==> src/rtl/ceif_pkg.sv <==
package ceif_pkg;

  // APB geometry
  localparam int unsigned ADDR_W = 12;
  localparam int unsigned DATA_W = 32;
  localparam int unsigned NUM_BUF = 32;
  localparam int unsigned BUF_IDX_W = 5;
  localparam int unsigned FILT_W = 5;

  // Register byte offsets
  localparam logic [ADDR_W-1:0] OFF_FLAGS = 12'h000;
  localparam logic [ADDR_W-1:0] OFF_TX_MASK = 12'h004;
  localparam logic [ADDR_W-1:0] OFF_LAST_STORE = 12'h008;
  localparam logic [ADDR_W-1:0] OFF_BUF_BASE = 12'h080;
  localparam logic [ADDR_W-1:0] OFF_BUF_LAST = 12'h0FC;

  // Interrupt flag register field positions
  localparam int unsigned POS_TX_BUS_OFF = 13;
  localparam int unsigned POS_TX_PASSIVE = 12;
  localparam int unsigned POS_RX_PASSIVE = 11;
  localparam int unsigned POS_TX_WARNING = 10;
  localparam int unsigned POS_RX_WARNING = 9;
  localparam int unsigned POS_ANY_WARNING = 8;
  localparam int unsigned POS_INVALID = 7;
  localparam int unsigned POS_WAKEUP = 6;
  localparam int unsigned POS_ERROR = 5;
  localparam int unsigned POS_FIFO_AF = 3;
  localparam int unsigned POS_RX_OVF = 2;
  localparam int unsigned POS_RX_BUF = 1;
  localparam int unsigned POS_TX_BUF = 0;

  // Sticky flag bits that software may clear, reset value
  localparam logic [7:0] FLAG_IMPL_MASK = 8'hEF;
  localparam logic [7:0] FLAG_RESET = 8'h00;

  // Buffer status word: filter index field
  localparam int unsigned POS_FILT_LO = 8;
  localparam logic [FILT_W-1:0] FILT_RESET = 5'h00;
  localparam logic [NUM_BUF-1:0] TX_MASK_RESET = 32'h00000000;

  // Last store register fields
  localparam int unsigned POS_LAST_BUF_LO = 8;
  localparam int unsigned POS_LAST_VALID = 16;

  typedef struct packed {
    logic tx_bus_off;
    logic tx_passive;
    logic rx_passive;
    logic tx_warning;
    logic rx_warning;
  } ceif_err_state_s;

  typedef struct packed {
    logic invalid_msg;
    logic wakeup;
    logic fifo_almost_full;
    logic rx_overflow;
    logic rx_buffer;
    logic tx_buffer;
  } ceif_events_s;

  typedef struct packed {
    logic valid;
    logic [BUF_IDX_W-1:0] buf_idx;
    logic [FILT_W-1:0] filter;
  } ceif_store_s;

  typedef enum logic [1:0] {
    ST_IDLE = 2'b01,
    ST_ACCESS = 2'b10
  } ceif_apb_e;

endpackage : ceif_pkg

==> src/rtl/ceif_status.sv <==
`timescale 1ns/1ns
// Function
// - tx_bus_off_flag is high exactly while the transmitter is bus off.
// - tx_bus_passive_flag is high exactly while the transmitter is error passive.
// - rx_bus_passive_flag is high exactly while the receiver is error passive.
// - tx_warning_flag is high exactly while the transmitter is in error warning.
// - rx_warning_flag is high exactly while the receiver is in error warning.
// - any_warning_flag is the OR of the two warning conditions.
// - invalid_message_irq is set when an invalid message is received.
// - wakeup_activity_irq is set when bus wake-up activity is detected.
// - error_summary_irq is set by the error-state conditions of bits 13 to 8.
// - fifo_almost_full_irq is set when the receive FIFO becomes almost full.
// - rx_overflow_irq is set when a received message overflows the buffers.
// - rx_buffer_irq is set when a message is placed in a receive buffer.
// - tx_buffer_irq is set on a transmit buffer event.
// - Flag register bits 15, 14 and 4 always read zero.
// - A stored message records its filter number in that buffer's index field.
// - The index field is written by hardware only for receive buffers.
// - Thirty-two buffer status words; bits 15 to 13 and 7 to 0 read zero.
// - Interrupt flags reset to zero, software reads and clears; state bits read-only.
module ceif_status
  import ceif_pkg::*;
(
  // Clock and reset
  input wire logic pclk,
  input wire logic presetn,
  // APB slave
  input wire logic psel,
  input wire logic penable,
  input wire logic pwrite,
  input wire logic [ADDR_W-1:0] paddr,
  input wire logic [DATA_W-1:0] pwdata,
  output logic [DATA_W-1:0] prdata,
  output logic pready,
  output logic pslverr,
  // Error confinement state from the error counters
  input wire ceif_err_state_s err_state,
  // One-cycle event pulses from the frame engine
  input wire ceif_events_s events,
  // Receive store notification
  input wire ceif_store_s store,
  // Sticky flags for the interrupt controller
  output logic [7:0] irq_flags
);

  ////////////////////////////////////////////////////////////////////////////
  // Local signals

  ceif_apb_e apb_q;
  ceif_apb_e apb_d;
  logic [DATA_W-1:0] prdata_q;
  logic [DATA_W-1:0] prdata_d;
  logic pslverr_q;
  logic pslverr_d;

  logic [7:0] flags_q;
  logic [7:0] flags_d;
  logic [5:0] err_prev_q;
  logic [5:0] err_prev_d;

  logic [NUM_BUF-1:0] tx_mask_q;
  logic [NUM_BUF-1:0] tx_mask_d;
  logic [FILT_W-1:0] filt_q [NUM_BUF];

  logic [BUF_IDX_W-1:0] last_buf_q;
  logic [BUF_IDX_W-1:0] last_buf_d;
  logic [FILT_W-1:0] last_filt_q;
  logic [FILT_W-1:0] last_filt_d;
  logic last_valid_q;
  logic last_valid_d;

  logic setup;
  logic wr_access;
  logic sel_flags;
  logic sel_tx_mask;
  logic sel_last;
  logic sel_buf;
  logic [BUF_IDX_W-1:0] buf_sel;
  logic [5:0] err_now;
  logic err_rise;
  logic [7:0] flag_set;
  logic [7:0] flag_clr;
  logic [15:0] flags_view;
  logic hw_store;

  ////////////////////////////////////////////////////////////////////////////
  // Address decode

  assign setup = psel && !penable;
  assign wr_access = psel && penable && pwrite && pready;
  assign sel_flags = (paddr == OFF_FLAGS);
  assign sel_tx_mask = (paddr == OFF_TX_MASK);
  assign sel_last = (paddr == OFF_LAST_STORE);
  assign sel_buf = (paddr >= OFF_BUF_BASE) && (paddr <= OFF_BUF_LAST)
                   && (paddr[1:0] == 2'h0);
  assign buf_sel = paddr[BUF_IDX_W+1:2];

  ////////////////////////////////////////////////////////////////////////////
  // Error state view, combinational so it never lags the counters

  assign err_now = {
    err_state.tx_bus_off,
    err_state.tx_passive,
    err_state.rx_passive,
    err_state.tx_warning,
    err_state.rx_warning,
    err_state.tx_warning | err_state.rx_warning
  };

  // Entering any error state raises the summary request once per entry
  assign err_rise = |(err_now & ~err_prev_q);

  always_comb begin
    err_prev_d = err_now;
  end

  ////////////////////////////////////////////////////////////////////////////
  // Sticky interrupt flags

  always_comb begin
    flag_set = 8'h00;
    flag_set[POS_INVALID] = events.invalid_msg;
    flag_set[POS_WAKEUP] = events.wakeup;
    flag_set[POS_ERROR] = err_rise;
    flag_set[POS_FIFO_AF] = events.fifo_almost_full;
    flag_set[POS_RX_OVF] = events.rx_overflow;
    flag_set[POS_RX_BUF] = events.rx_buffer;
    flag_set[POS_TX_BUF] = events.tx_buffer;
  end

  // Writing a zero clears a flag, writing a one leaves it alone
  always_comb begin
    flag_clr = 8'h00;
    if (wr_access && sel_flags) begin
      flag_clr = ~pwdata[7:0];
    end
  end

  // Set applied after clear so a same-cycle event is never lost
  always_comb begin
    flags_d = ((flags_q & ~flag_clr) | flag_set) & FLAG_IMPL_MASK;
  end

  assign flags_view = {2'h0, err_now, flags_q};
  assign irq_flags = flags_q;

  ////////////////////////////////////////////////////////////////////////////
  // Buffer direction, filter index words and last-store record

  assign hw_store = store.valid && !tx_mask_q[store.buf_idx];

  // Software marks transmit buffers, so a hardware store never overwrites their index word
  always_comb begin
    tx_mask_d = tx_mask_q;
    if (wr_access && sel_tx_mask) begin
      tx_mask_d = pwdata[NUM_BUF-1:0];
    end
  end

  // One word per buffer; a hardware store wins over a software write to it
  for (genvar g = 0; g < NUM_BUF; g++) begin : g_filt
    logic sw_hit;
    logic hw_hit;
    logic [FILT_W-1:0] word_q;
    logic [FILT_W-1:0] word_d;

    assign sw_hit = wr_access && sel_buf && (buf_sel == BUF_IDX_W'(g));
    assign hw_hit = hw_store && (store.buf_idx == BUF_IDX_W'(g));

    always_comb begin
      word_d = word_q;
      if (hw_hit) begin
        word_d = store.filter;
      end else if (sw_hit) begin
        word_d = pwdata[POS_FILT_LO +: FILT_W];
      end
    end

    always_ff @(posedge pclk or negedge presetn) begin
      if (!presetn) begin
        word_q <= FILT_RESET;
      end else begin
        word_q <= word_d;
      end
    end

    assign filt_q[g] = word_q;
  end

  // A write to the last-store register drops valid, so software can wait for the next store
  always_comb begin
    last_buf_d = last_buf_q;
    last_filt_d = last_filt_q;
    last_valid_d = last_valid_q;
    if (hw_store) begin
      last_buf_d = store.buf_idx;
      last_filt_d = store.filter;
      last_valid_d = 1'b1;
    end else if (wr_access && sel_last) begin
      last_valid_d = 1'b0;
    end
  end

  ////////////////////////////////////////////////////////////////////////////
  // APB phase and read data
  // Read data is captured in the setup cycle, so the access phase
  // answers at once while prdata still comes from a flip-flop.

  always_comb begin
    apb_d = apb_q;
    unique case (apb_q)
      ST_IDLE: begin
        if (setup) begin
          apb_d = ST_ACCESS;
        end
      end
      ST_ACCESS: begin
        if (!setup) begin
          apb_d = ST_IDLE;
        end
      end
      default: begin
        apb_d = ST_IDLE;
      end
    endcase
  end

  always_comb begin
    prdata_d = prdata_q;
    pslverr_d = pslverr_q;
    if (setup) begin
      prdata_d = '0;
      pslverr_d = 1'b0;
      if (sel_flags) begin
        prdata_d[15:0] = flags_view;
      end else if (sel_tx_mask) begin
        prdata_d[NUM_BUF-1:0] = tx_mask_q;
      end else if (sel_last) begin
        prdata_d[FILT_W-1:0] = last_filt_q;
        prdata_d[POS_LAST_BUF_LO +: BUF_IDX_W] = last_buf_q;
        prdata_d[POS_LAST_VALID] = last_valid_q;
      end else if (sel_buf) begin
        prdata_d[POS_FILT_LO +: FILT_W] = filt_q[buf_sel];
      end else begin
        pslverr_d = 1'b1;
      end
    end
  end

  assign pready = (apb_q == ST_ACCESS);
  assign prdata = prdata_q;
  assign pslverr = pslverr_q && pready;

  ////////////////////////////////////////////////////////////////////////////
  // State registers

  // Bus phase, read data and error response
  always_ff @(posedge pclk or negedge presetn) begin
    if (!presetn) begin
      apb_q <= ST_IDLE;
      prdata_q <= '0;
      pslverr_q <= 1'b0;
    end else begin
      apb_q <= apb_d;
      prdata_q <= prdata_d;
      pslverr_q <= pslverr_d;
    end
  end

  // Sticky interrupt flags
  always_ff @(posedge pclk or negedge presetn) begin
    if (!presetn) begin
      flags_q <= FLAG_RESET;
    end else begin
      flags_q <= flags_d;
    end
  end

  // Error state of the previous cycle, cleared so a state already present after reset counts as an entry
  always_ff @(posedge pclk or negedge presetn) begin
    if (!presetn) begin
      err_prev_q <= 6'h00;
    end else begin
      err_prev_q <= err_prev_d;
    end
  end

  // Transmit buffer mask
  always_ff @(posedge pclk or negedge presetn) begin
    if (!presetn) begin
      tx_mask_q <= TX_MASK_RESET;
    end else begin
      tx_mask_q <= tx_mask_d;
    end
  end

  // Last accepted store
  always_ff @(posedge pclk or negedge presetn) begin
    if (!presetn) begin
      last_buf_q <= '0;
      last_filt_q <= FILT_RESET;
      last_valid_q <= 1'b0;
    end else begin
      last_buf_q <= last_buf_d;
      last_filt_q <= last_filt_d;
      last_valid_q <= last_valid_d;
    end
  end

endmodule : ceif_status

==> config.mk <==
export PLATFORM = sky130hd
export DESIGN_NAME = ceif_status
export DESIGN_NICKNAME = d
export VERILOG_FILES = /design/src/rtl/ceif_pkg.sv /design/src/rtl/ceif_status.sv
export SDC_FILE = /design/constraint.sdc
export NUM_CORES = 1
export LEC_CHECK = 0
export ABC_CLOCK_PERIOD_IN_PS = 2000
export CAP_MARGIN = 10
export CORE_AREA = 2 2 246 151
export DETAILED_ROUTE_END_ITERATION = 16
export DIE_AREA = 0 0 248 153
export DONT_BUFFER_PORTS = 1
export GPL_ROUTABILITY_DRIVEN = 1
export PLACE_DENSITY = 0.55
export SYNTH_ARGS = -nofsm -noshare
export SYNTH_HDL_FRONTEND = slang
export SYNTH_SLANG_ARGS = --single-unit
==> constraint.sdc <==
create_clock -name pclk -period 2 [get_ports pclk]
set_clock_uncertainty 0.05 [all_clocks]
set_input_delay 0.1 -clock pclk [delete_from_list [all_inputs] [get_ports pclk]]
set_output_delay 0.1 -clock pclk [all_outputs]
set_load 0.005 [all_outputs]
# [Word-level counts from Yosys, hierarchy flattened]
# Index checks and enable logic that the tools add are counted.
[totals] ff_bits=251 in_bits=71 output_inout_bits=42 word_cells=329
[classes] order_cmp=4 eq_ne=68 n_mux=91 n_bitwise=8 n_reduce_logical=117
[ops] operator="2-to-1 mux 5 bit" n=71
[ops] operator="equality test 5 bit (second input constant)" n=32
[ops] operator="equality test 5 x 4 -> 1 bit (second input constant)" n=16
[ops] operator="logical AND 1 bit" n=76
[ops] operator="nonzero test 2 bit" n=33
[ops] operator="equality test 5 x 3 -> 1 bit (second input constant)" n=8
[ops] operator="2-to-1 mux 16 bit" n=2
[ops] operator="binary-select mux 5 bit (select 5 bit)" n=1
[ops] operator="equality test 5 x 2 -> 1 bit (second input constant)" n=4
[ops] operator="inverter 8 bit" n=2
[ops] operator="2-to-1 mux 15 bit" n=1
[ops] operator="equality test 12 x 3 -> 1 bit (second input constant)" n=1
[ops] operator="equality test 12 x 4 -> 1 bit (second input constant)" n=1
[ops] operator=">= comparator 12 x 8 -> 1 bit (second input constant)" n=1
[ops] operator="<= comparator 12 x 8 -> 1 bit (second input constant)" n=1
[ops] operator="logical NOT 12 bit" n=1
[ops] operator="equality test 5 x 1 -> 1 bit (second input constant)" n=2
[ops] operator="logical NOT 5 bit" n=2
[ops] operator="2-to-1 mux 1 bit" n=9
[ops] operator="bitwise AND 8 bit" n=1
[ops] operator="2-to-1 mux 8 bit" n=1
[ops] operator="bitwise OR 8 bit" n=1
[ops] operator="bitwise AND 6 bit" n=1
[ops] operator=">= comparator 6 bit (second input constant)" n=1
[ops] operator="other kinds (15)" n=19

# [Depth between registers and ports, before layout]
[logic_depth] depth_word=8 ltp_mapped=9 depth_no_buf=5

# [Least setup slack after synthesis]
# OpenSTA, ideal clock, no wires.
[synth_timing] path_type="register to register" startpoint="register apb_q[1]" endpoint="register g_filt[15].word_q[0]" setup_time_ns=0.125 arrival_ns=2.058 t_required_ns=1.825 path_slack_ns=-0.232 path_stages_with_launch=7 n_path_buf=1 period_less_slack_ns=2.232 path_cell_list="dfrtp_1 > nor2b_4 > nand4_4 > buf_4 > nor4_4 > mux2_2 > mux2_2"
[synth_via] elab_chain_cells=5
[synth_rtl] element="from (decl)" line="ceif_status.sv:49" text="ceif_apb_e apb_q;"
[synth_rtl] element="from (signal assigned)" line="ceif_status.sv:264" text="apb_q <= apb_d;"
[synth_rtl] element="equality test 2 bit" line="ceif_status.sv:250" text="assign pready = (apb_q == ST_ACCESS);"
[synth_rtl] element="via pready" line="ceif_status.sv:34" text="output logic pready,"
[synth_rtl] element="logical AND 1 bit" line="ceif_status.sv:90" text="assign wr_access = psel && penable && pwrite && pready;"
[synth_rtl] element="logical AND 1 bit (2 in a row)" line="ceif_status.sv:167" text="assign sw_hit = wr_access && sel_buf && (buf_sel == BUF_IDX_W'(g));"
[synth_rtl] element="nonzero test 2 bit (no source line)"
[synth_rtl] element="to (signal assigned)" line="ceif_status.sv:183" text="word_q <= word_d;"
[synth_rtl] element="to (decl)" line="ceif_status.sv:164" text="logic [FILT_W-1:0] word_q;"
# The timed path passes the listed nets, and every way through them passes these cells.
# A chain may end at the register's enable or synchronous reset.

# [Worst setup path after layout]
[layout_timing] startpoint="register apb_q[1]" endpoint="register g_filt[24].word_q[2]"
[layout_via] elab_chain_cells=5
[layout_rtl] element="equality test 2 bit" line="ceif_status.sv:250"
[layout_rtl] element="logical AND 1 bit" line="ceif_status.sv:90"
[layout_rtl] element="logical AND 1 bit (2 in a row)" line="ceif_status.sv:167"
[layout_rtl] element="nonzero test 2 bit (no source line)"
[layout_rtl] element="to (signal assigned)" line="ceif_status.sv:183"
[layout_rtl] element="to (decl)" line="ceif_status.sv:164"
# No other way between the ends.

==> results.md <==
- CP max FO: 11
- CP bufs+invs: 3
- Relative max-transition margin: 0.551
- Total die area: 37,900 sq um
- Seq pwr share: 0.435
- Total of fill cells in the finished design: 3,054
- Min-Delay Path Class: in -> async
- Dominant combinational cell family by area after synthesis: multiplexers
- Post-synth EDFFs: 0
- Routability cong.: 0.831
- Number of buffers created by CTS: 27
- Number of vias in the routed layout: 10,400
- Start-to-end type of the worst setup path: reg -> reg
- Internal: 0.0105 W
- Global-route wire length before repair: 69.6 mm
- Top FF cell, synth: sky130_fd_sc_hd__dfrtp_1
- Overall Global Routing Usage: 0.244
- CP arrival: 2.56 ns
- Non-Filler Instances: roughly 1,800
- Ys async rst share: 1.00
- Worst Path Required: 2.39 ns
- TritonCTS clock tree: built
- Count of state elements after synthesis: 251
- ANT nets after route: 0
- Layout overhead on the synthesized area: 29.2%
- Xor/xnor share of the synthesized area: 0.000621
- Total power divided by cell area: slightly below 800 nW/um^2
- VDD IR-drop max: 672 uV
- Share of Yosys cell area claimed by the top area cell type: 0.443
- Synth Area in Simple Gates: 0.139
- Synth Net Count: 1,233
- Relative contribution of the clock network to total power: 0.395
- Core Region: 35,700 sq um
- Number of core rows: 54
- Setup slack of the critical path after layout: -0.169 ns
- Clk_lat worst skew: between 0.5 and 0.6 ns
- Cell types occupying the most area after synthesis: sky130_fd_sc_hd__dfrtp_1, sky130_fd_sc_hd__mux2_2, sky130_fd_sc_hd__mux2i_1
- CP delay by family, top: multiplexers
- Final Hold Fails: 252
- Largest stage delay on the critical path: 0.36 ns
- Slew at the pin closest to its max-slew limit: 0.671 ns
- Final slew viol count: 0
- Fraction of power consumed by combinational cells: 0.170
- Period utilisation layout: 1.08
- Area of the mapped netlist: 14,100 sq um
- Top Ports: 113
- Number of search-and-repair iterations in the first detailed-routing pass: 5
- Register clock-pin slew on the reported worst setup and hold paths: 0.07 ns
- Iter 0 DRT Violations: 1,118
- Port-buffer cells: 0
- Placed Cells incl. Taps: 1,694
- Final setup violation count: 141
- DRC: 0
- Root cell of the clock tree: sky130_fd_sc_hd__clkbuf_16
- Buffer depth of the longest clock path: 3
- WL/cell: 25.3 um
- Share of the yosys chip area belonging to registers: 0.445
- Starting utilization of the core area: 0.395
- RSZ-0062 raised after global routing: true
- LEAKAGE: 7.93 nW
- Compound-cell area share of the yosys netlist: 0.0518
- Overall die height: about 150 um
- Violations in the final reports: hold timing, setup timing
- DRT Wirelength: roughly 47 mm
- Drt via density: 5.68
- Mean Syn Cell Area: 12.1 sq um
- Cell type with the highest aggregate area in the netlist: sky130_fd_sc_hd__dfrtp_1
- H-tree Lvls: 1
- Initial antenna violation count: 4
- Largest net degree at the start of global routing: between 200 and 300
- Worst path cell trace: nor2b_4, nand4_4, buf_12, buf_4, nor4_4, buf_6, mux2_4, mux2_2
- Fraction of final layout cells with drive strength greater than 1: 0.400
- Number of maximum-capacitance violations: 0
- Setup crit end kind: register
- Outcome: finished with violations
- Layout Nets: 1,409
- Gate Count Post-Synth: 1,162
- Highest achievable clock rate: 461 MHz
- Number of warnings printed during yosys synthesis: 0
- Startpoint type of the worst setup path: register
- Count of clock tree sinks: about 250
- Library cell contributing the largest single delay on the critical path: sky130_fd_sc_hd__dfrtp_1
- Final critical-path required period: between 2 and 2.5 ns
- Area share of fa/ha/maj cells after synthesis: 0
- Global route overflow: 0
- Mux share of post-synthesis cell area: 0.332
- Net Sw Frac: 0.254
- Setup TNS after final layout: -10.85 ns
- Vias in the first global route: 10,500
- Power spent charging and discharging nets: 0.00356 W
- Multi-input combinational cell area: 7990 sq um
- Final HPWL from detailed placement: 28.9 mm
- Register cell area after layout: 6280 sq um
- Die outline width: 248 um
- WHS: -0.818 ns
- Unique cell type count in the Yosys netlist: 49
## power groups by stage
| stage | sequential, W | clock (W) | combinational [W] |
|---|---|---|---|
| after floorplan | 0.00605 | 0 | 0.00166 |
| after global placement | 0.00616 | 0 | 0.00181 |
| after detailed placement | 0.00618 | 0 | 0.00187 |
| after CTS | 0.00610 | 0.00564 | 0.00226 |
| after global routing | 0.00618 | 0.00586 | 0.00255 |
| final | 0.00611 | 0.00555 | 0.00238 |
## per-stage QoR
| step | hold slack, ns | utilization | power (W) | instance area [sq um] | setup WS (ns) |
|---|---|---|---|---|---|
| final | -0.818 | 0.510 | 0.0140 | 18200 | -0.169 |
| after CTS | -0.820 | 0.496 | 0.0140 | 17700 | -0.159 |
| after detailed placement | -0.229 | 0.437 | 0.00805 | 15600 | -0.182 |
| after floorplan | -0.246 | - | 0.00770 | 14300 | -0.136 |
| after global placement | -0.230 | 0.437 | 0.00797 | 15600 | -0.162 |
| after global routing | -0.843 | 0.510 | 0.0146 | 18200 | -0.233 |
## per-layer routing
metal / wire length (um) / track usage / vias to the layer above / part of all wire
met2: 19100 / 0.330 / 349 / 0.41
met3: 3590 / 0.0565 / 54 / 0.077
met5: 0 / 0 / - / 0
met4: 722 / 0.0402 / 0 / 0.016
met1: 23100 / 0.395 / 5428 / 0.50
li1: - / - / 4610 / -
## logic make-up (layout without fill, tap and decap cells)
group                     count (synthesis)  after routing
other                                     1              3
muxes                                   379            379
and+or+nand+nor                         306            306
xor gates and xnor gates                  1              1
AOI/OAI and AO/OA                       130            131
buffers and inverters                    94            290
DFF                                     251            251
## flip-flops by register name (all words and copies together), names as in the netlist
register,flops
err_prev_q,6
apb_q,2
last_valid_q,1
tx_mask_q,32
irq_flags,7
last_buf_q,5
last_filt_q,5
pslverr_q,1
g_filt.word_q,160
prdata,32
## synthesized netlist by cell type, types with 2 or more instances
cell / instances
sky130_fd_sc_hd__o21ai_0: 39
sky130_fd_sc_hd__nor2_2: 4
sky130_fd_sc_hd__buf_1: 7
sky130_fd_sc_hd__mux4_2: 51
sky130_fd_sc_hd__buf_6: 5
sky130_fd_sc_hd__nor3_2: 2
sky130_fd_sc_hd__o22ai_1: 2
sky130_fd_sc_hd__a31oi_1: 2
sky130_fd_sc_hd__nand2_1: 134
sky130_fd_sc_hd__nand4_1: 5
sky130_fd_sc_hd__clkbuf_1: 49
sky130_fd_sc_hd__nor2_1: 51
sky130_fd_sc_hd__nand4b_1: 2
sky130_fd_sc_hd__or3_1: 3
sky130_fd_sc_hd__nor3b_2: 2
sky130_fd_sc_hd__dfrtp_1: 250
sky130_fd_sc_hd__inv_1: 9
sky130_fd_sc_hd__o21ai_1: 53
sky130_fd_sc_hd__buf_4: 7
sky130_fd_sc_hd__a21oi_1: 13
sky130_fd_sc_hd__mux2i_1: 120
sky130_fd_sc_hd__nand3_1: 30
sky130_fd_sc_hd__nor4_4: 31
sky130_fd_sc_hd__buf_2: 17
sky130_fd_sc_hd__nor2b_1: 10
sky130_fd_sc_hd__o31a_1: 3
sky130_fd_sc_hd__nor3_1: 4
sky130_fd_sc_hd__nand3b_1: 2
sky130_fd_sc_hd__a221oi_1: 7
sky130_fd_sc_hd__or2_2: 4
sky130_fd_sc_hd__mux2_2: 208
sky130_fd_sc_hd__a22oi_1: 2
sky130_fd_sc_hd__nand2b_1: 12
sky130_fd_sc_hd__o31ai_1: 5
sky130_fd_sc_hd__nor4_2: 3
## layout by cell type (no fill, tap or decap), types with 3 or more instances in the layout
| cell type | n |
|---|---|
| sky130_fd_sc_hd__clkbuf_1 | 3 |
| sky130_fd_sc_hd__or2_2 | 4 |
| sky130_fd_sc_hd__inv_1 | 9 |
| sky130_fd_sc_hd__buf_6 | 34 |
| sky130_fd_sc_hd__nor2_1 | 49 |
| sky130_fd_sc_hd__mux4_2 | 51 |
| sky130_fd_sc_hd__nor2b_1 | 9 |
| sky130_fd_sc_hd__clkinv_2 | 4 |
| sky130_fd_sc_hd__mux2_2 | 93 |
| sky130_fd_sc_hd__nand3_1 | 29 |
| sky130_fd_sc_hd__o31ai_1 | 5 |
| sky130_fd_sc_hd__a221oi_1 | 7 |
| sky130_fd_sc_hd__nand2b_1 | 11 |
| sky130_fd_sc_hd__o21ai_2 | 4 |
| sky130_fd_sc_hd__nor4_4 | 33 |
| sky130_fd_sc_hd__nor2_2 | 5 |
| sky130_fd_sc_hd__bufinv_16 | 4 |
| sky130_fd_sc_hd__nand4_1 | 5 |
| sky130_fd_sc_hd__dlygate4sd3_1 | 66 |
| sky130_fd_sc_hd__o21ai_0 | 29 |
| sky130_fd_sc_hd__buf_4 | 103 |
| sky130_fd_sc_hd__a21oi_1 | 13 |
| sky130_fd_sc_hd__o31a_1 | 3 |
| sky130_fd_sc_hd__mux2i_2 | 3 |
| sky130_fd_sc_hd__mux2_4 | 115 |
| sky130_fd_sc_hd__buf_12 | 22 |
| sky130_fd_sc_hd__mux2i_1 | 116 |
| sky130_fd_sc_hd__nor3_1 | 4 |
| sky130_fd_sc_hd__clkbuf_16 | 29 |
| sky130_fd_sc_hd__nand2_1 | 129 |
| sky130_fd_sc_hd__clkbuf_8 | 9 |
| sky130_fd_sc_hd__nand2_2 | 4 |
| sky130_fd_sc_hd__o21ai_1 | 59 |
| sky130_fd_sc_hd__dfrtp_1 | 250 |
## what timing repair did
action,4_1_cts,5_1_grt
pin swaps,2,12
gates resized for setup,53,109
buffers inserted,4,5
cloned,1,4
hold buffers,76,2
endpoints found under the setup margin,170,201
endpoints found under the hold margin,498,255
## area by class of cell
type,count,share of cell area
inverter,9,0.00185
sequential,251,0.344
antenna,2,0.000274
clock buffer,39,0.0444
tap,476,0.0326
clock inverter,11,0.00899
timing repair buffer,231,0.130
multi-input combinational,818,0.438
## worst paths after layout
check | from | endpoint | slack (ns) | cells after the start
setup reg to reg | apb_q[1] | g_filt[24].word_q[2] | -0.17 | 8
max in group asynchronous | presetn | g_filt[12].word_q[1] | 2.37 | 0
setup / recovery | apb_q[1] | g_filt[24].word_q[2] | -0.17 | 8
hold reg to reg | prdata[14] | prdata[14] | 0.45 | 2
min in group pclk | paddr[3] | prdata[9] | 0 | 4
hold / removal | presetn | irq_flags[6] | -0.82 | 0
Power figures use the tool's default switching activity.
